File: src/logic/iosd_pkg.sv
package iosd_pkg;

  // ***********************************************
  // command link codes
  // ***********************************************
  localparam logic [7:0] CMD_READ = 8'h12; // read a status word
  localparam logic [7:0] CMD_SET = 8'h92; // set communication devices
  localparam logic [7:0] DN_IN_DEV = 8'h00; // input device states
  localparam logic [7:0] DN_EXT_IN = 8'h40; // external input pin levels
  localparam logic [7:0] DN_COMM_IN = 8'h60; // communication-driven input devices
  localparam logic [7:0] DN_OUT_DEV = 8'h80; // output device states
  localparam logic [7:0] DN_EXT_OUT = 8'hC0; // external output pin levels

  // ***********************************************
  // word layouts
  // ***********************************************
  localparam int WORD_W = 32;
  localparam int EXT_IN_W = 10;
  localparam int EXT_OUT_W = 7;
  // servo_on..fault_reset_in, position_latch_in, fwd_start, rev_start
  localparam logic [31:0] IN_LO_MASK = 32'h0000_1C7F;
  // forced_stop, auto_manual_sel, home_dog, program_sel_1..4, override_sel
  localparam logic [31:0] IN_MID_MASK = 32'h00FF_0000;
  // pause_resume, handwheel_mult_1/2, gain_switch, prog_input_1..3
  localparam logic [31:0] IN_HI_MASK = 32'hEF00_0000;
  // ready_out, torque_limiting, warning_out, alarm_out, brake_release,
  // dyn_brake_interlock, battery_warning
  localparam logic [31:0] OUT_LO_MASK = 32'h0000_8D89;
  // home_done, in_position_range, paused_out, prog_output_1..3,
  // sync_output, move_done
  localparam logic [31:0] OUT_HI_MASK = 32'h01FE_0000;

  // ***********************************************
  // hex character encoding
  // ***********************************************
  localparam int NIBBLES = 8;
  localparam logic [7:0] ASCII_DIGIT = 8'h30; // '0'
  localparam logic [7:0] ASCII_ALPHA = 8'h37; // 'A' minus ten
  localparam logic [3:0] NIB_TEN = 4'hA;

  // ***********************************************
  // register map, byte addresses
  // ***********************************************
  localparam int ADDR_W = 5;
  localparam logic [4:0] REG_CTRL = 5'h00;
  localparam logic [4:0] REG_STATUS = 5'h04;
  localparam logic [4:0] REG_MASK = 5'h08;
  localparam logic [4:0] REG_COMM = 5'h0C;
  localparam logic [4:0] REG_LAST = 5'h10;
  localparam int CTRL_EN_BIT = 0;
  localparam logic [31:0] CTRL_RESET = 32'h0000_0001;
  localparam int EVT_W = 3;
  localparam int EVT_SET = 0; // set word applied
  localparam int EVT_READ = 1; // status reply sent
  localparam int EVT_REFUSE = 2; // command refused

  typedef enum logic [1:0] {
    IOSD_IDLE = 2'b00,
    IOSD_LOAD = 2'b01,
    IOSD_SEND = 2'b11
  } iosd_state_t;

endpackage

File: src/logic/iosd_hex_if.sv
`timescale 1ns/10ps
// carries a reply word to the encoder and its character stream back
interface iosd_hex_if;
  logic [31:0] word;
  logic load;
  logic busy;
  logic [7:0] chr;
  logic chr_valid;
  logic chr_ready;
  logic chr_last;
  modport src (output word, output load, output chr_ready,
               input busy, input chr, input chr_valid, input chr_last);
  modport enc (input word, input load, input chr_ready,
               output busy, output chr, output chr_valid, output chr_last);
endinterface // iosd_hex_if

File: src/logic/iosd_top.sv
// Overview of operation
// - Command 0x12, data number 0x00 replies the input device word, 1 means on.
// - Reply words go out as hex characters, bit 31 first, bit 0 last.
// - Input word bits 0-6 and 10-12 hold the low input devices.
// - Input word bits 16-23 hold stop, mode, dog, program select, override.
// - Input word bits 24-27 and 29-31 hold pause, handwheel, gain, program inputs.
// - Command 0x12, data number 0x40 replies external input pin levels, bits 0-9.
// - Command 0x12, data number 0x60 replies the communication-driven input word.
// - Command 0x12, data number 0xC0 replies external output pin levels, bits 0-6.
// - Command 0x12, data number 0x80 replies the output device word.
// - Output word low half: ready, torque limit, warning, alarm, brakes, battery.
// - Output word bits 17-24 hold home, range, pause, program outputs, sync, done.
// - Command 0x92, data number 0x60 with a word sets communication input devices.
// - Each set word fully replaces the previous one, no merging.
`timescale 1ns/10ps
module iosd_top
  import iosd_pkg::*;
(
  input wire logic clock_i,
  input wire logic srst_i,
  // decoded command from the framing layer
  input wire logic cmd_valid_i,
  output logic cmd_ready_o,
  input wire logic [7:0] cmd_code_i,
  input wire logic [7:0] cmd_datano_i,
  input wire logic [31:0] cmd_data_i,
  output logic cmd_ok_o,
  output logic cmd_err_o,
  // reply character stream
  output logic reply_valid_o,
  input wire logic reply_ready_i,
  output logic [7:0] reply_char_o,
  output logic reply_last_o,
  // device state
  input wire logic [31:0] in_dev_i,
  input wire logic [31:0] out_dev_i,
  input wire logic [EXT_IN_W-1:0] ext_in_pins_i,
  input wire logic [EXT_OUT_W-1:0] ext_out_pins_i,
  output logic [31:0] comm_dev_o,
  // avalon-mm slave
  input wire logic [ADDR_W-1:0] avs_address_i,
  input wire logic avs_read_i,
  input wire logic avs_write_i,
  input wire logic [31:0] avs_writedata_i,
  output logic [31:0] avs_readdata_o,
  output logic avs_waitrequest_o,
  output logic irq_o
);

  // ***********************************************
  // declarations
  // ***********************************************
  localparam logic [31:0] IN_MASK = IN_LO_MASK | IN_MID_MASK | IN_HI_MASK;
  localparam logic [31:0] OUT_MASK = OUT_LO_MASK | OUT_HI_MASK;

  iosd_hex_if hex ();
  iosd_state_t state_q;
  iosd_state_t state_d;
  logic [EXT_IN_W-1:0] ext_in_meta_q;
  logic [EXT_IN_W-1:0] ext_in_q;
  logic [EXT_OUT_W-1:0] ext_out_meta_q;
  logic [EXT_OUT_W-1:0] ext_out_q;
  logic [31:0] comm_q;
  logic [31:0] reply_q;
  logic [31:0] reply_d;
  logic reply_hit;
  logic cmd_take;
  logic is_read;
  logic is_set;
  logic enabled;
  logic exec_read;
  logic exec_set;
  logic refuse;
  logic ok_q;
  logic err_q;
  logic [31:0] ctrl_q;
  logic [EVT_W-1:0] status_q;
  logic [EVT_W-1:0] mask_q;
  logic [EVT_W-1:0] evt;
  logic [EVT_W-1:0] w1c;
  logic bus_req;
  logic ack_q;
  logic bus_wr;
  logic [31:0] rdata_q;

  // ***********************************************
  // pin synchronisers
  // ***********************************************
  // pins are asynchronous; only the second stage feeds the reply mux
  always_ff @(posedge clock_i) begin
    if (srst_i) begin
      ext_in_meta_q <= '0;
      ext_in_q <= '0;
    end else begin
      ext_in_meta_q <= ext_in_pins_i;
      ext_in_q <= ext_in_meta_q;
    end
  end

  // output pin readback; levels lag the pins by two clocks, a known limitation
  always_ff @(posedge clock_i) begin
    if (srst_i) begin
      ext_out_meta_q <= '0;
      ext_out_q <= '0;
    end else begin
      ext_out_meta_q <= ext_out_pins_i;
      ext_out_q <= ext_out_meta_q;
    end
  end

  // ***********************************************
  // command decode
  // ***********************************************
  assign enabled = ctrl_q[CTRL_EN_BIT];
  assign cmd_take = cmd_valid_i && (state_q == IOSD_IDLE);
  assign is_read = (cmd_code_i == CMD_READ) && reply_hit;
  assign is_set = (cmd_code_i == CMD_SET) && (cmd_datano_i == DN_COMM_IN);

  // one decision per command, shared by the sequencer, the word and the flags
  assign exec_read = cmd_take && enabled && is_read;
  assign exec_set = cmd_take && enabled && is_set;
  // a disabled block refuses everything, so software can park the link
  assign refuse = cmd_take && !(exec_read || exec_set);

  // select the status word; unassigned positions forced to zero
  always_comb begin
    reply_d = '0;
    reply_hit = 1'b1;
    case (cmd_datano_i)
      DN_IN_DEV: reply_d = in_dev_i & IN_MASK;
      DN_EXT_IN: reply_d = {{(WORD_W-EXT_IN_W){1'b0}}, ext_in_q};
      DN_COMM_IN: reply_d = comm_q & IN_MASK;
      DN_OUT_DEV: reply_d = out_dev_i & OUT_MASK;
      DN_EXT_OUT: reply_d = {{(WORD_W-EXT_OUT_W){1'b0}}, ext_out_q};
      default: reply_hit = 1'b0;
    endcase
  end

  // ***********************************************
  // reply sequencer
  // ***********************************************
  // idle accepts one command; a read holds the link until the last char leaves
  always_comb begin
    state_d = state_q;
    case (state_q)
      // a refused read never leaves idle, so no reply frame is started
      IOSD_IDLE: begin
        if (exec_read) begin
          state_d = IOSD_LOAD;
        end
      end
      IOSD_LOAD: state_d = IOSD_SEND;
      IOSD_SEND: begin
        if (!hex.busy) begin
          state_d = IOSD_IDLE;
        end
      end
      default: state_d = IOSD_IDLE;
    endcase
  end

  always_ff @(posedge clock_i) begin
    if (srst_i) begin
      state_q <= IOSD_IDLE;
    end else begin
      state_q <= state_d;
    end
  end

  // word snapshot taken at acceptance so the reply is self-consistent
  always_ff @(posedge clock_i) begin
    if (srst_i) begin
      reply_q <= '0;
    end else if (exec_read) begin
      reply_q <= reply_d;
    end
  end

  // ***********************************************
  // communication device word
  // ***********************************************
  // whole-word replace: a cleared bit turns its device off
  always_ff @(posedge clock_i) begin
    if (srst_i) begin
      comm_q <= '0;
    end else if (exec_set) begin
      comm_q <= cmd_data_i & IN_MASK;
    end
  end
  assign comm_dev_o = comm_q;

  // completion pulse to the framing layer, one cycle after the take
  always_ff @(posedge clock_i) begin
    if (srst_i) begin
      ok_q <= 1'b0;
    end else begin
      ok_q <= exec_read || exec_set;
    end
  end

  // refusal pulse; registered so its timing matches a completion
  always_ff @(posedge clock_i) begin
    if (srst_i) begin
      err_q <= 1'b0;
    end else begin
      err_q <= refuse;
    end
  end
  assign cmd_ok_o = ok_q;
  assign cmd_err_o = err_q;
  assign cmd_ready_o = (state_q == IOSD_IDLE);

  // ***********************************************
  // hex encoder
  // ***********************************************
  // the framing layer decodes incoming hex replies are encoded here
  assign hex.word = reply_q;
  assign hex.load = (state_q == IOSD_LOAD);
  assign hex.chr_ready = reply_ready_i;
  assign reply_valid_o = hex.chr_valid;
  assign reply_char_o = hex.chr;
  assign reply_last_o = hex.chr_last;

  iosd_hex_tx u_hex (
    .clock_i(clock_i),
    .srst_i(srst_i),
    .hex(hex)
  );

  // ***********************************************
  // interrupt status
  // ***********************************************
  assign evt[EVT_SET] = exec_set;
  assign evt[EVT_READ] = hex.chr_valid && hex.chr_last && reply_ready_i;
  assign evt[EVT_REFUSE] = refuse;
  assign w1c = (bus_wr && avs_address_i == REG_STATUS) ? avs_writedata_i[EVT_W-1:0] : '0;

  // a new event in the clearing cycle survives the clear
  always_ff @(posedge clock_i) begin
    if (srst_i) begin
      status_q <= '0;
    end else begin
      status_q <= (status_q & ~w1c) | evt;
    end
  end

  assign irq_o = |(status_q & mask_q);

  // ***********************************************
  // avalon-mm slave
  // ***********************************************
  // one wait cycle per access, so read data can come from a flop
  assign bus_req = avs_read_i || avs_write_i;
  assign avs_waitrequest_o = bus_req && !ack_q;
  assign bus_wr = avs_write_i && ack_q;

  // ack alternates while a request stands, so every access sees one wait state
  always_ff @(posedge clock_i) begin
    if (srst_i) begin
      ack_q <= 1'b0;
    end else begin
      ack_q <= bus_req && !ack_q;
    end
  end

  // control register; only the enable bit is writable, the rest reads zero
  always_ff @(posedge clock_i) begin
    if (srst_i) begin
      ctrl_q <= CTRL_RESET;
    end else if (bus_wr && avs_address_i == REG_CTRL) begin
      ctrl_q <= avs_writedata_i & CTRL_RESET;
    end
  end

  // interrupt mask, same layout as the status register
  always_ff @(posedge clock_i) begin
    if (srst_i) begin
      mask_q <= '0;
    end else if (bus_wr && avs_address_i == REG_MASK) begin
      mask_q <= avs_writedata_i[EVT_W-1:0];
    end
  end

  // read data captured in the wait cycle; unmapped addresses read zero
  always_ff @(posedge clock_i) begin
    if (srst_i) begin
      rdata_q <= '0;
    end else if (avs_read_i && !ack_q) begin
      case (avs_address_i)
        REG_CTRL: rdata_q <= ctrl_q;
        REG_STATUS: rdata_q <= {{(WORD_W-EVT_W){1'b0}}, status_q};
        REG_MASK: rdata_q <= {{(WORD_W-EVT_W){1'b0}}, mask_q};
        REG_COMM: rdata_q <= comm_q;
        REG_LAST: rdata_q <= reply_q;
        default: rdata_q <= '0;
      endcase
    end
  end
  assign avs_readdata_o = rdata_q;

endmodule // iosd_top

File: src/logic/iosd_hex_tx.sv
`timescale 1ns/10ps
module iosd_hex_tx
  import iosd_pkg::*;
(
  input wire logic clock_i,
  input wire logic srst_i,
  iosd_hex_if.enc hex
);

  logic [31:0] shift_q;
  logic [7:0] chr_q;
  logic [3:0] left_q;

  // one ascii character per nibble, upper case letters
  function automatic logic [7:0] nib_to_ascii(input logic [3:0] nib);
    logic [7:0] base;
    base = (nib < NIB_TEN) ? ASCII_DIGIT : ASCII_ALPHA;
    return 8'(base + {4'h0, nib});
  endfunction

  // ***********************************************
  // shifter: bit 31 leaves first, bit 0 last
  // ***********************************************
  always_ff @(posedge clock_i) begin
    if (srst_i) begin
      shift_q <= '0;
      chr_q <= 8'h00;
      left_q <= 4'h0;
    end else if (hex.load && left_q == 4'h0) begin
      chr_q <= nib_to_ascii(hex.word[31:28]);
      shift_q <= {hex.word[27:0], 4'h0};
      left_q <= 4'(NIBBLES);
    end else if (hex.chr_ready && left_q != 4'h0) begin
      chr_q <= nib_to_ascii(shift_q[31:28]);
      shift_q <= {shift_q[27:0], 4'h0};
      left_q <= 4'(left_q - 4'h1);
    end
  end

  assign hex.chr = chr_q;
  assign hex.chr_valid = (left_q != 4'h0);
  assign hex.chr_last = (left_q == 4'h1);
  assign hex.busy = (left_q != 4'h0);

endmodule // iosd_hex_tx

File: config.mk
export PLATFORM = sky130hd
export DESIGN_NAME = iosd_top
export DESIGN_NICKNAME = d
export VERILOG_FILES = /design/src/logic/iosd_pkg.sv /design/src/logic/iosd_hex_if.sv /design/src/logic/iosd_top.sv /design/src/logic/iosd_hex_tx.sv
export SDC_FILE = /design/constraint.sdc
export NUM_CORES = 1
export LEC_CHECK = 0
export BUFFER_PORTS_ARGS = -buffer_cell sky130_fd_sc_hd__buf_2
export CORE_ASPECT_RATIO = 0.8
export CORE_MARGIN = 5
export CORE_UTILIZATION = 45
export CTS_CLUSTER_SIZE = 10
export DETAILED_ROUTE_END_ITERATION = 12
export PLACE_DENSITY = 0.81
export SLEW_MARGIN = 30
export SYNTH_ARGS = -nofsm -noshare
export SYNTH_HDL_FRONTEND = slang
export SYNTH_SLANG_ARGS = --single-unit
File: constraint.sdc
create_clock -name clock_i -period 1.8 [get_ports clock_i]
set_clock_uncertainty 0.1 [all_clocks]
set_input_delay 0.27 -clock clock_i [delete_from_list [all_inputs] [get_ports clock_i]]
set_output_delay 0.27 -clock clock_i [all_outputs]
set_load 0.005 [all_outputs]
# After elaboration in Yosys (flattened, before gate mapping)

Index checks and enable logic that the tools add are counted.

Multiplexer cells: 15
Reduce and logical (&&, ||, !) cells: 31
Order comparisons: 2
Add/subtract/negate cells: 3
Eq/ne operators: 15
Bitwise gates (word level): 4

Operators by type and width:

| operator            | number |
|---|---|
| $pmux 32 s5         | 2 |
| $mux 32             | 2 |
| $eq 8x8->1 const B  | 3 |
| $logic_and 1x1->1   | 17 |
| $add 8x4->8         | 2 |
| $eq 8x7->1 const B  | 2 |
| $mux 8              | 2 |
| $eq 5x4->1 const B  | 2 |
| $mux 3              | 3 |
| $eq 8x5->1 const B  | 1 |
| $logic_not 8->1     | 1 |
| $lt 4x4->1 const B  | 2 |
| $mux 4              | 2 |
| $and 3x3->3         | 2 |
| $pmux 2 s3          | 1 |
| $eq 5x3->1 const B  | 1 |
| $eq 5x5->1 const B  | 1 |
| $logic_not 5->1     | 1 |
| $reduce_or 5->1     | 1 |
| $eq 4x1->1 const B  | 1 |
| $logic_not 4->1     | 1 |
| $mux 2              | 2 |
| $reduce_bool 4->1   | 1 |
| $sub 4x1->4 const B | 1 |
| 14 further kinds    | 16 |

Register bits: 175
Output and inout bits: 79
Bits of input ports: 172
Word-level logic and storage cells: 88

# Logic depth before layout (Yosys ltp)

Gate-level depths: netlist (run 1).

Depth after elaboration: 9
Mapped depth: 9
Gate-level depth less buffers: 9

# Cells and area by module

From an unflattened synthesis (run 1), not the netlist that was laid out.

Cells, all modules: 844
Area total of the unflattened synthesis: 7390.8 sq um

By module, submodules not included:

| module      | times used | area an instance (sq um) | seq. area each (sq um) | cells an instance |
|---|---|---|---|---|
| iosd_top    | 1          | 5467.7                   | 2582.5                 | 619 |
| iosd_hex_tx | 1          | 1923.1                   | 780.7                  | 225 |

# Worst setup path before layout (run 1)

Ideal clock, no wire load.

Kind: reg2reg
Start: register reply_q[30], in the netlist hex.word[30]
End: register u_hex.chr_q[3], in the netlist u_hex.hex.chr[3]
Slack: -0.207 ns
Arrival: 1.774 ns
Period minus slack after synthesis: 2.007 ns
Required time: 1.567 ns
Buffers on the path: 0
Cell stages (with the launch flop): 8
Setup time: 0.133 ns
Cell sequence: dfxtp_1 -> o21a_1 -> ha_1 -> fa_1 -> ha_1 -> and4b_1 -> a31oi_1 -> a31oi_1

Longest elaborated chain between the ends: 4

RTL lines:

| item                     | RTL line          | text |
|---|---|---|
| start: declaration       | iosd_top.sv:64    | `logic [31:0] reply_q;` |
| start signal: assignment | iosd_top.sv:175   | `reply_q <= reply_d;` |
| $lt 4x4->1               | iosd_hex_tx.sv:17 | `base = (nib < NIB_TEN) ? ASCII_DIGIT : ASCII_ALPHA;` |
| $mux 3                   | iosd_hex_tx.sv:17 |  |
| $add 8x4->8 (*)          | iosd_hex_tx.sv:18 | `return 8'(base + {4'h0, nib});` |
| $mux 8 (*)               | iosd_hex_tx.sv:29 | `end else if (hex.load && left_q == 4'h0) begin` |
| end signal: assignment   | iosd_hex_tx.sv:30 | `chr_q <= nib_to_ascii(hex.word[31:28]);` |
| end signal: assignment   | iosd_hex_tx.sv:34 | `chr_q <= nib_to_ascii(shift_q[31:28]);` |
| end: declaration         | iosd_hex_tx.sv:11 | `logic [7:0] chr_q;` |

Mark *: on every way between the ends. The rest lies on a longest branch, timed or not.
A chain may end at the register's enable or synchronous reset.

# Worst setup path after layout (run 1)

Start: register reply_q[29], in the netlist hex.word[29]
End: register u_hex.chr_q[3], in the netlist u_hex.hex.chr[3]

Same word-level chain as after synthesis.

==> metrics.md, run 1 <==
| Metric | Value |
|---|---|
| CTS root buffer | clkbuf_16 |
| Area leader, netlist | dfxtp_1 |
| Worst Slack Setup Final | -0.174 ns |
| Ranking of synthesized cells by area | dfxtp_1 46%, o21ai_0 5.5%, a21oi_1 4.9% |
| Status | complete, but fails checks |
| GRT Util Overall | 24.8% |
| CP max stage cell | fa_2 |
| Crit-path max FO | 3 |
| CTS Sinks | 168 |
| TritonCTS Buffers | 17 |
| Initial Util | 46.2% |
| Rel. slew slack | 61.1% |
| Syn. warnings | 0 |
| First-pass GRT wire length | 37900 um |
| EDFF count, synth | 0 |
| Ys async rst share | 0% |
| Ports | 251 |
| Slew @ Worst Pin | 0.569 ns |
| DR vias/cell | 5.93 |
| Fin crit period | 1.97 ns |
| Cell family with most CP delay | adder cells |
| Failing checks | setup timing |
| PortBufs | 179 |
| CTS tree | done |
| Reg clk slew, reported paths | 0.08 ns |
| Fmax | 0.507 GHz |
| Crit share post-route | 110% |
| Final wirelength | 26900 um |
| Iteration count of the initial detailed-routing pass | 6 |
| Pleak | 4.18 nW |
| Initial antenna violation count | 2 |
| Unique cell type count in the Yosys netlist | 56 |
| Worst Setup End Kind | flop |
| Slowest stage delay, CP | 0.35 ns |
| Worst VDD drop | 0.906 mV |
| Via count | 7843 |
| Syn Std Cell Area | 7320 um^2 |
| Hold Vio Cnt, Final | 0 |
| DRC | 0 |
| Worst endpoint data arrival time | 2.19 ns |
| Hold depth | 3 |
| Setup tns final | -2.55 ns |
| Setup CP Type | flop to flop |
| Total power divided by cell area | 898 nW/um^2 |
| Most frequent cells in the layout | 177 x buf_2, 159 x dfxtp_1, 88 x nand2_1 |
| Area Growth Syn to Fin | 43.0% |
| Syn Area/Cell | 8.65 um^2 |
| Commonest non-fill, non-tap cell in the layout | buf_2 |
| Initial DRC count | 1025 |
| Sequential element share of the synthesized area | 46.0% |
| Post-synth top area share | 46.0% |
| Routed len/inst | 20.3 um |
| Layout cell share with drive strength beyond 1 | 36.3% |
| Filler Cells Inserted | 1129 |
| CP Launch Type | flop |
| Cells after Synth | 846 |
| Worst slack at placement | -0.183 ns |
| CP bufs+invs | 0 |
| Max-slew violations | 0 |
| Skew-Pair Late Insertion Delay | 0.44 ns |
| Non-Filler Instances | 1323 |
| Row count | 41 |
| Area occupied by multi-input gates | 3980 um^2 |
| Placer Congestion | 0.872 |
| Height of the chip | 124 um |
| Fin Hold WS | 0.00261 ns |
| Worst r2r path cells | 7 |
| Die ar. | 18900 um^2 |
| Detailed placement HPWL | 16100 um |
| Number of max-cap violations | 0 |
| Vias in the first global route | 7311 |
| Nets@finish | 1274 |
| Largest net degree at the start of global routing | 66 |
| Synth Flop Type | dfxtp_1 |
| Total grt overflow | 0 |
| Post-placement cell count | 1237 |
| Stages on worst setup path | 7 |
| Synth Register Bits | 168 |
| Total power | 0.00940 W |
| Htree depth | 4 |
| Core region area | 15900 um^2 |
| Worst EP required | 2.01 ns |
| Reg area | 3380 um^2 |
| Worst-path cell chain | o21a_4 > ha_4 > fa_2 > ha_4 > and4b_1 > a31oi_1 > a31oi_1 |
| Die Width | 153 um |
| RSZ-0062 raised after global routing | true |
| Setup violators final | 31 |
| Post-route ant nets | 0 |
| Buffer levels on the longest clock path | 2 |
| Min-Delay Path Class | input pin to flop |
## flip-flops by register name (all words and copies together), names as in the netlist, 4 cells and up
register        flops
avs_readdata_o     29
comm_dev_o         25
ext_in_meta_q      10
ext_in_q           10
ext_out_meta_q      7
ext_out_q           7
hex.word           29
u_hex.hex.chr       7
u_hex.left_q        4
u_hex.shift_q      28
## where the power goes
group          total (W)  switching, W  internal, W  leakage (nW)
sequential       0.00391     0.0000836      0.00383          1.37
combinational    0.00179      0.000915     0.000873          2.52
clock            0.00370       0.00172      0.00198         0.288
total            0.00940       0.00272      0.00668          4.18
## timing repair
action / in CTS / in global routing
gates resized for setup: 28 / 81
setup endpoints to repair: 34 / 49
pin swaps: 9 / 23
endpoints found under the hold margin: 35 / 0
buffers inserted: 3 / 5
cloned: 2 / 6
hold buffers: 35 / 0
## kinds of logic after synthesis
kind of cell | Yosys count | share of synthesized area, %
other | 1 | 0.0513
XOR/XNOR | 3 | 0.359
AND/OR/NAND/NOR | 282 | 19.5
flip-flops | 168 | 46.0
AO/OA/AOI/OAI | 256 | 22.0
adder cells (fa/ha/maj) | 10 | 1.92
multiplexers | 26 | 4.16
buffers and inverters | 100 | 6.05
## synth_stat cells (all sizes together) (2+ instances only)
cell / instances
buf: 31
a21o: 2
nor2b: 38
ha: 8
fa: 2
mux2i: 18
a31oi: 5
nor2: 39
o2bb2ai: 10
o211ai: 2
nor3: 8
nand2: 92
or3: 2
a311oi: 23
nand4: 23
a2111oi: 3
a22oi: 32
and3: 5
nor3b: 4
mux2: 5
mux4: 3
inv: 15
nor4: 4
a211oi: 8
nand2b: 2
a22o: 13
dfxtp: 168
clkbuf: 54
a21oi: 71
nor4b: 2
nand3: 45
o21ai: 81
xnor2: 2
nand3b: 7
and2: 4
## path summary, 6_finish.rpt
check / from / endpoint / slack [ns]
setup / recovery: hex.word[29] / u_hex.hex.chr[3] / -0.17
hold / removal: cmd_data_i[0] / comm_dev_o[0] / 0.003
setup reg to reg: hex.word[29] / u_hex.hex.chr[3] / -0.17
hold reg to reg: ext_out_meta_q[2] / ext_out_q[2] / 0.34
## tightest hold or removal path, stage by stage
cell     delay, ns
buf_2         0.09
nand3_1       0.06
a21oi_1       0.07
## through the flow
| step | area (um^2) | utilization, % |
|---|---|---|
| 2_1_floorplan | 7410 | - |
| 3_3_place_gp | 8860 | 55.9 |
| 3_5_place_dp | 8860 | 55.9 |
| 4_1_cts | 9960 | 62.8 |
| 5_1_grt | 10500 | 66.0 |
| 6_report | 10500 | 66.0 |
## area by class of cell
class                           instances  area share [%]
Antenna cell                            3          0.0718
Clock buffer                           18            4.10
Clock inverter                         14            1.54
Inverter                               15           0.538
Multi-Input combinational cell        588            38.0
Sequential cell                       168            32.3
Tap cell                              215            2.57
Timing Repair Buffer                  302            20.9
## routing by layer
layer / share of wire [%] / wire (um) / global-route usage [%]
met1: 39 / 10400 / 30.9
met2: 47 / 12600 / 41.6
met3: 10 / 2810 / 6.32
met4: 4.0 / 1070 / 10.4
met5: 0 / 0 / 0
Note: power is estimated with default switching activity, not from simulation.
==> run 2: changes to the inputs <==
--- a/config.mk
+++ b/config.mk
@@ -11,7 +11,7 @@
 export CORE_UTILIZATION = 45
 export CTS_CLUSTER_SIZE = 10
 export DETAILED_ROUTE_END_ITERATION = 12
-export PLACE_DENSITY = 0.81
+export PLACE_DENSITY = 0.78
 export SLEW_MARGIN = 30
 export SYNTH_ARGS = -nofsm -noshare
 export SYNTH_HDL_FRONTEND = slang
==> constraint.sdc (replaced) <==
create_clock -name clock_i -period 2.4 [get_ports clock_i]
set_clock_uncertainty 0.1 [all_clocks]
set_input_delay 0.36 -clock clock_i [delete_from_list [all_inputs] [get_ports clock_i]]
set_output_delay 0.36 -clock clock_i [all_outputs]
set_load 0.005 [all_outputs]
==> run 2 against run 1 <==
Net effect:
- the run now ends clean
- first-iteration DRC count down 34%
- core utilization down 8.8 points
- sequential power down 25%
- worst setup slack better by 0.36 ns
- global-route usage down 2.3 points
- flip-flop and latch count unchanged
- routed wire length down 17%
- via count down 11%
- critical path depth up 2
- critical endpoint is now u_hex.hex.chr[6]
- largest cell class unchanged
- largest power group unchanged
==> metrics.md, run 2 (synthesis results as in run 1) <==
| Metric | Value |
|---|---|
| Worst-path cell chain | inv_1 > nor2_1 > ha_1 > inv_1 > fa_1 > nor2b_1 > o21ai_0 > a22oi_1 > o311a_1 |
| Total grt overflow | 0 |
| Die Width | 153 um |
| DR vias/cell | 5.68 |
| Flop pwr share | 45.2% |
| Largest net degree at the start of global routing | 126 |
| Worst Setup End Kind | flop |
| CP max stage cell | dfxtp_1 |
| Htree depth | 4 |
| Psw | 0.00186 W |
| CP Launch Type | flop |
| Cell family with most CP delay | adder cells |
| Worst EP required | 2.68 ns |
| Row count | 41 |
| CTS Sinks | 168 |
| Most frequent cells in the layout | 178 x buf_2, 168 x dfxtp_1, 92 x nand2_1 |
| Setup violators final | 0 |
| Layout cell share with drive strength beyond 1 | 25.6% |
| Nets@finish | 1186 |
| DRC | 0 |
| CTS tree | done |
| Final wirelength | 22200 um |
| Slowest stage delay, CP | 0.40 ns |
| Rel. slew slack | 54.2% |
| Worst r2r path cells | 9 |
| Stages on worst setup path | 9 |
| Iteration count of the initial detailed-routing pass | 6 |
| Ports | 251 |
| Via count | 7004 |
| Fin crit period | 2.21 ns |
| Placer Congestion | 0.804 |
| Switching portion of total power | 28.8% |
| Post-CTS Hold Fix Bufs | 0 |
| Worst VDD drop | 0.526 mV |
| Hold depth | 2 |
| CTS root buffer | clkbuf_16 |
| Clock network power share | 41.5% |
| Slew @ Worst Pin | 0.687 ns |
| Core region area | 15900 um^2 |
| Post-Layout Inst Area | 9060 um^2 |
| RSZ-0062 raised after global routing | false |
| CP bufs+invs | 2 |
| Die ar. | 18900 um^2 |
| Crit share post-route | 92.1% |
| PortBufs | 179 |
| Routed len/inst | 18.0 um |
| Initial antenna violation count | 1 |
| Setup tns final | 0 ns |
| Post-CTS setup buffers | 0 |
| Reg clk slew, reported paths | 0.07 ns |
| Vias in the first global route | 6624 |
| Fmax | 0.452 GHz |
| Skew-Pair Late Insertion Delay | 0.44 ns |
| Max-slew violations | 0 |
| Post-route ant nets | 0 |
| TritonCTS Buffers | 17 |
| Buffer levels on the longest clock path | 2 |
| GRT Util Overall | 22.6% |
| First-pass GRT wire length | 34000 um |
| Min-Delay Path Class | input pin to flop |
| Worst endpoint data arrival time | 2.49 ns |
| Number of max-cap violations | 0 |
| Area Growth Syn to Fin | 23.9% |
| Initial DRC count | 678 |
| Initial Util | 46.2% |
| Placement Cell Area | 8480 um^2 |
| Hold Vio Cnt, Final | 0 |
| Status | complete, no violations |
| Detailed placement HPWL | 15500 um |
| Logic pwr share | 13.3% |
| Post-CTS sizing | 0 |
| Pint | 0.00461 W |
| Pleak | 3.65 nW |
| Crit-path max FO | 5 |
| Commonest non-fill, non-tap cell in the layout | buf_2 |
| Setup CP Type | flop to flop |
| Height of the chip | 124 um |
| Most frequent CP cell | inv_1 |
| Total power divided by cell area | 714 nW/um^2 |
-- run 2: cell types whose count changed in the layout (fill, tap and decap cells not counted), moves of 9 or more --
cell	previous run	this run
a311oi_2	20	0
buf_6	13	0
dlygate4sd3_1	35	0
buf_4	61	30
nor2_2	15	1
nor2_1	19	38
dfxtp_1	159	168
a311oi_1	3	23
-- run 2: final cells by class --
class                      count  area (um^2)
fill                        1371         6790
multi-input combinational    588         3560
sequential                   168         3360
timing repair buffer         214         1240
clock buffer                  17          425
tap                          215          269
clock inverter                15          154
inverter                      15         56.3
antenna                        1         2.50
-- run 2: per-stage QoR --
| step | hold slack (ns) | cells | setup slack (ns) | power [W] | util [%] |
|---|---|---|---|---|---|
| 3_3_place_gp | 0.316 | 1200 | 0.299 | 0.00383 | 53.5 |
| 2_1_floorplan | 0.314 | 856 | 0.393 | 0.00349 | - |
| 6_report | 0.0244 | 1233 | 0.189 | 0.00647 | 57.2 |
| 4_1_cts | 0.00371 | 1232 | 0.201 | 0.00651 | 57.2 |
| 3_5_place_dp | 0.321 | 1200 | 0.221 | 0.00384 | 53.5 |
| 5_1_grt | 0.0190 | 1232 | 0.0413 | 0.00671 | 57.2 |
-- run 2: worst register-to-register path: stages, from the launching register on --
cell	delay, ns
dfxtp_1	0.40
inv_1	0.08
nor2_1	0.25
ha_1	0.23
inv_1	0.06
fa_1	0.40
nor2b_1	0.13
o21ai_0	0.09
a22oi_1	0.24
o311a_1	0.19
-- run 2: worst paths after layout --
kind | start | to | slack [ns]
worst max register to register | u_hex.shift_q[31] | u_hex.hex.chr[6] | 0.19
worst max-delay path | u_hex.shift_q[31] | u_hex.hex.chr[6] | 0.19
worst min register to register | ext_out_meta_q[2] | ext_out_q[2] | 0.34
worst min-delay path | ext_out_pins_i[0] | ext_out_meta_q[0] | 0.02
-- run 2: per-layer routing --
layer	share of wire, %	track usage, %
met1	43	29.1
met2	45	36.2
met5	0.050	0
met3	9.8	7.95
met4	1.6	6.79
-- run 2: power by group through the flow --
stage | combinational, W | clock [W] | sequential, W
final | 0.000863 | 0.00269 | 0.00293
after global routing | 0.000947 | 0.00283 | 0.00293
after CTS | 0.000858 | 0.00272 | 0.00292
after detailed placement | 0.000856 | 0 | 0.00299
after global placement | 0.000841 | 0 | 0.00299
after floorplan | 0.000512 | 0 | 0.00298
==> run 3: changes to the inputs <==
--- a/config.mk
+++ b/config.mk
@@ -5,13 +5,15 @@
 export SDC_FILE = /design/constraint.sdc
 export NUM_CORES = 1
 export LEC_CHECK = 0
+export ABC_AREA = 0
 export BUFFER_PORTS_ARGS = -buffer_cell sky130_fd_sc_hd__buf_2
 export CORE_ASPECT_RATIO = 0.8
 export CORE_MARGIN = 5
-export CORE_UTILIZATION = 45
+export CORE_UTILIZATION = 35
+export CTS_BUF_LIST = sky130_fd_sc_hd__clkbuf_4 sky130_fd_sc_hd__clkbuf_8
 export CTS_CLUSTER_SIZE = 10
 export DETAILED_ROUTE_END_ITERATION = 12
-export PLACE_DENSITY = 0.78
+export PLACE_DENSITY = 0.64
 export SLEW_MARGIN = 30
 export SYNTH_ARGS = -nofsm -noshare
 export SYNTH_HDL_FRONTEND = slang
==> run 3 against run 2 <==
Net effect:
- maximum frequency up 2.3%
- non-clock buffer count up 21
- sequential power about the same
- combinational power about the same
- worst setup slack better by 0.050 ns
- clock power down 24%
- sequential share of layout area down 0.13 points
==> metrics.md, run 3 (synthesis results as in run 1) <==
| Metric | Value |
|---|---|
| M2 GR Usage | 28.1% |
| Crit-path max FO | 6 |
| DR vias/cell | 5.30 |
| CTS Sinks | 168 |
| Slowest stage delay, CP | 0.35 ns |
| Total power divided by cell area | 641 nW/um^2 |
| Post-CTS sizing | 0 |
| Placer Congestion | 0.803 |
| Setup tns final | 0 ns |
| Skew-Pair Late Insertion Delay | 0.46 ns |
| WHS Endpoint | ext_out_meta_q[2] |
| Initial antenna violation count | 4 |
| Total power | 0.00583 W |
| RSZ-0062 raised after global routing | false |
| Routed len/inst | 17.8 um |
| Detailed placement HPWL | 16500 um |
| Worst r2r path cells | 8 |
| GRT Util Overall | 19.0% |
| Rel. slew slack | 56.7% |
| DRC | 0 |
| Reg clk slew, reported paths | 0.10 ns |
| Commonest non-fill, non-tap cell in the layout | buf_2 |
| Cell family with most CP delay | buffers and inverters |
| Initial Util | 35.4% |
| Die ar. | 23900 um^2 |
| Max-slew violations | 0 |
| Critical R2R Launch | u_hex.left_q[0] |
| Htree depth | 4 |
| Crit share post-route | 90.1% |
| Initial DRC count | 431 |
| Via count | 6928 |
| Number of max-cap violations | 0 |
| Area Growth Syn to Fin | 24.3% |
| CP bufs+invs | 3 |
| Setup CP Type | flop to output port |
| Fmax | 0.463 GHz |
| Total grt overflow | 0 |
| Height of the chip | 139 um |
| Hold path startpoint | ext_out_pins_i[2] |
| CTS tree | done |
| Ports | 251 |
| Core region area | 20600 um^2 |
| Gr busiest metal | met2 |
| Nets@finish | 1207 |
| Setup violators final | 0 |
| Worst endpoint data arrival time | 1.70 ns |
| Worst EP required | 1.94 ns |
| Hold Vio Cnt, Final | 0 |
| Most frequent cells in the layout | 178 x buf_2, 168 x dfxtp_1, 92 x nand2_1 |
| Layout cell share with drive strength beyond 1 | 25.7% |
| Buffer levels on the longest clock path | 2 |
| Pleak | 3.64 nW |
| Vias in the first global route | 6575 |
| CTS root buffer | clkbuf_8 |
| R2R setup slack | 0.28 ns |
| Worst Slack Setup Final | 0.239 ns |
| Met1 usage | 27.5% |
| Inserted Diodes | 0 |
| Hold depth | 2 |
| First-pass GRT wire length | 36200 um |
| Worst-path cell chain | inv_1 > ha_1 > nor3b_2 > inv_1 > buf_2 |
| TritonCTS Buffers | 17 |
| Row count | 47 |
| Die Width | 172 um |
| Most frequent CP cell | inv_1 |
| CP Launch Type | flop |
| Iteration count of the initial detailed-routing pass | 5 |
| Final wirelength | 23200 um |
| Worst slack at placement | 0.277 ns |
| Fin crit period | 2.16 ns |
| CP max stage cell | dfxtp_1 |
| Status | complete, no violations |
| Largest net degree at the start of global routing | 115 |
| Critical Path Source | u_hex.left_q[0] |
| Met3 usage | 5.25% |
| Post-CTS setup buffers | 0 |
| Slew @ Worst Pin | 0.634 ns |
| Min-Delay Path Class | input pin to flop |
| Reg2reg end | u_hex.hex.chr[6] |
| Worst VDD drop | 0.466 mV |
| Post-route ant nets | 0 |
| Worst Setup End Kind | output port |
| PortBufs | 179 |
## run 3: cell types whose count changed in the layout (fill, tap and decap cells not counted)
cell / previous run / this run
clkbuf_16: 17 / 0
buf_12: 6 / 3
bufinv_16: 0 / 1
clkinv_4: 1 / 0
inv_8: 5 / 4
dlygate4sd3_1: 0 / 14
clkinv_8: 2 / 0
diode_2: 1 / 0
buf_4: 30 / 40
clkinvlp_4: 1 / 2
clkbuf_8: 0 / 17
inv_6: 5 / 7
## run 3: per-layer routing
metal | vias to the layer above | wire, um
li1 | 3391 | -
met2 | 239 | 10300
met3 | 36 | 1730
met4 | 8 | 305
met5 | - | 46
met1 | 3254 | 10800
## run 3: worst max-delay path by stage
stage	to	slack, ns	depth (start not counted)
2_1_floorplan	u_hex.hex.chr[3]	0.39	7
3_3_place_gp	hex.word[7]	0.23	5
3_5_place_dp	u_hex.hex.chr[3]	0.28	7
4_1_cts	reply_valid_o	0.22	5
5_1_grt	reply_valid_o	0.1	5
6_report	reply_valid_o	0.24	5
## run 3: where the power goes
group	total, W	leakage (nW)	internal, W	switching [W]
clock network	0.00204	0.196	0.000869	0.00118
registers	0.00292	1.36	0.00287	0.0000510
logic	0.000865	2.08	0.000340	0.000525
total	0.00583	3.64	0.00408	0.00175
## run 3: repair_timing
action | 4_1_cts | 5_1_grt
hold buffers | 14 | 0
endpoints found under the setup margin | 0 | 0
hold endpoints to repair | 14 | 0
## run 3: layout make-up
class / instances / area, um^2
Fill cell: 2092 / 11500
Multi-Input combinational cell: 588 / 3560
Sequential cell: 168 / 3360
Timing Repair Buffer: 235 / 1390
Tap cell: 269 / 337
Clock buffer: 17 / 234
Clock inverter: 15 / 156
Inverter: 15 / 56.3
## run 3: per-stage QoR
stage / std cells / cell area [um^2] / utilization [%] / hold WS (ns)
2_1_floorplan: 856 / 7350 / - / 0.314
3_3_place_gp: 1261 / 8560 / 41.5 / 0.317
3_5_place_dp: 1261 / 8560 / 41.5 / 0.322
4_1_cts: 1307 / 9090 / 44.1 / 0.000996
5_1_grt: 1307 / 9090 / 44.1 / 0.00285
6_report: 1307 / 9090 / 44.1 / 0.0162
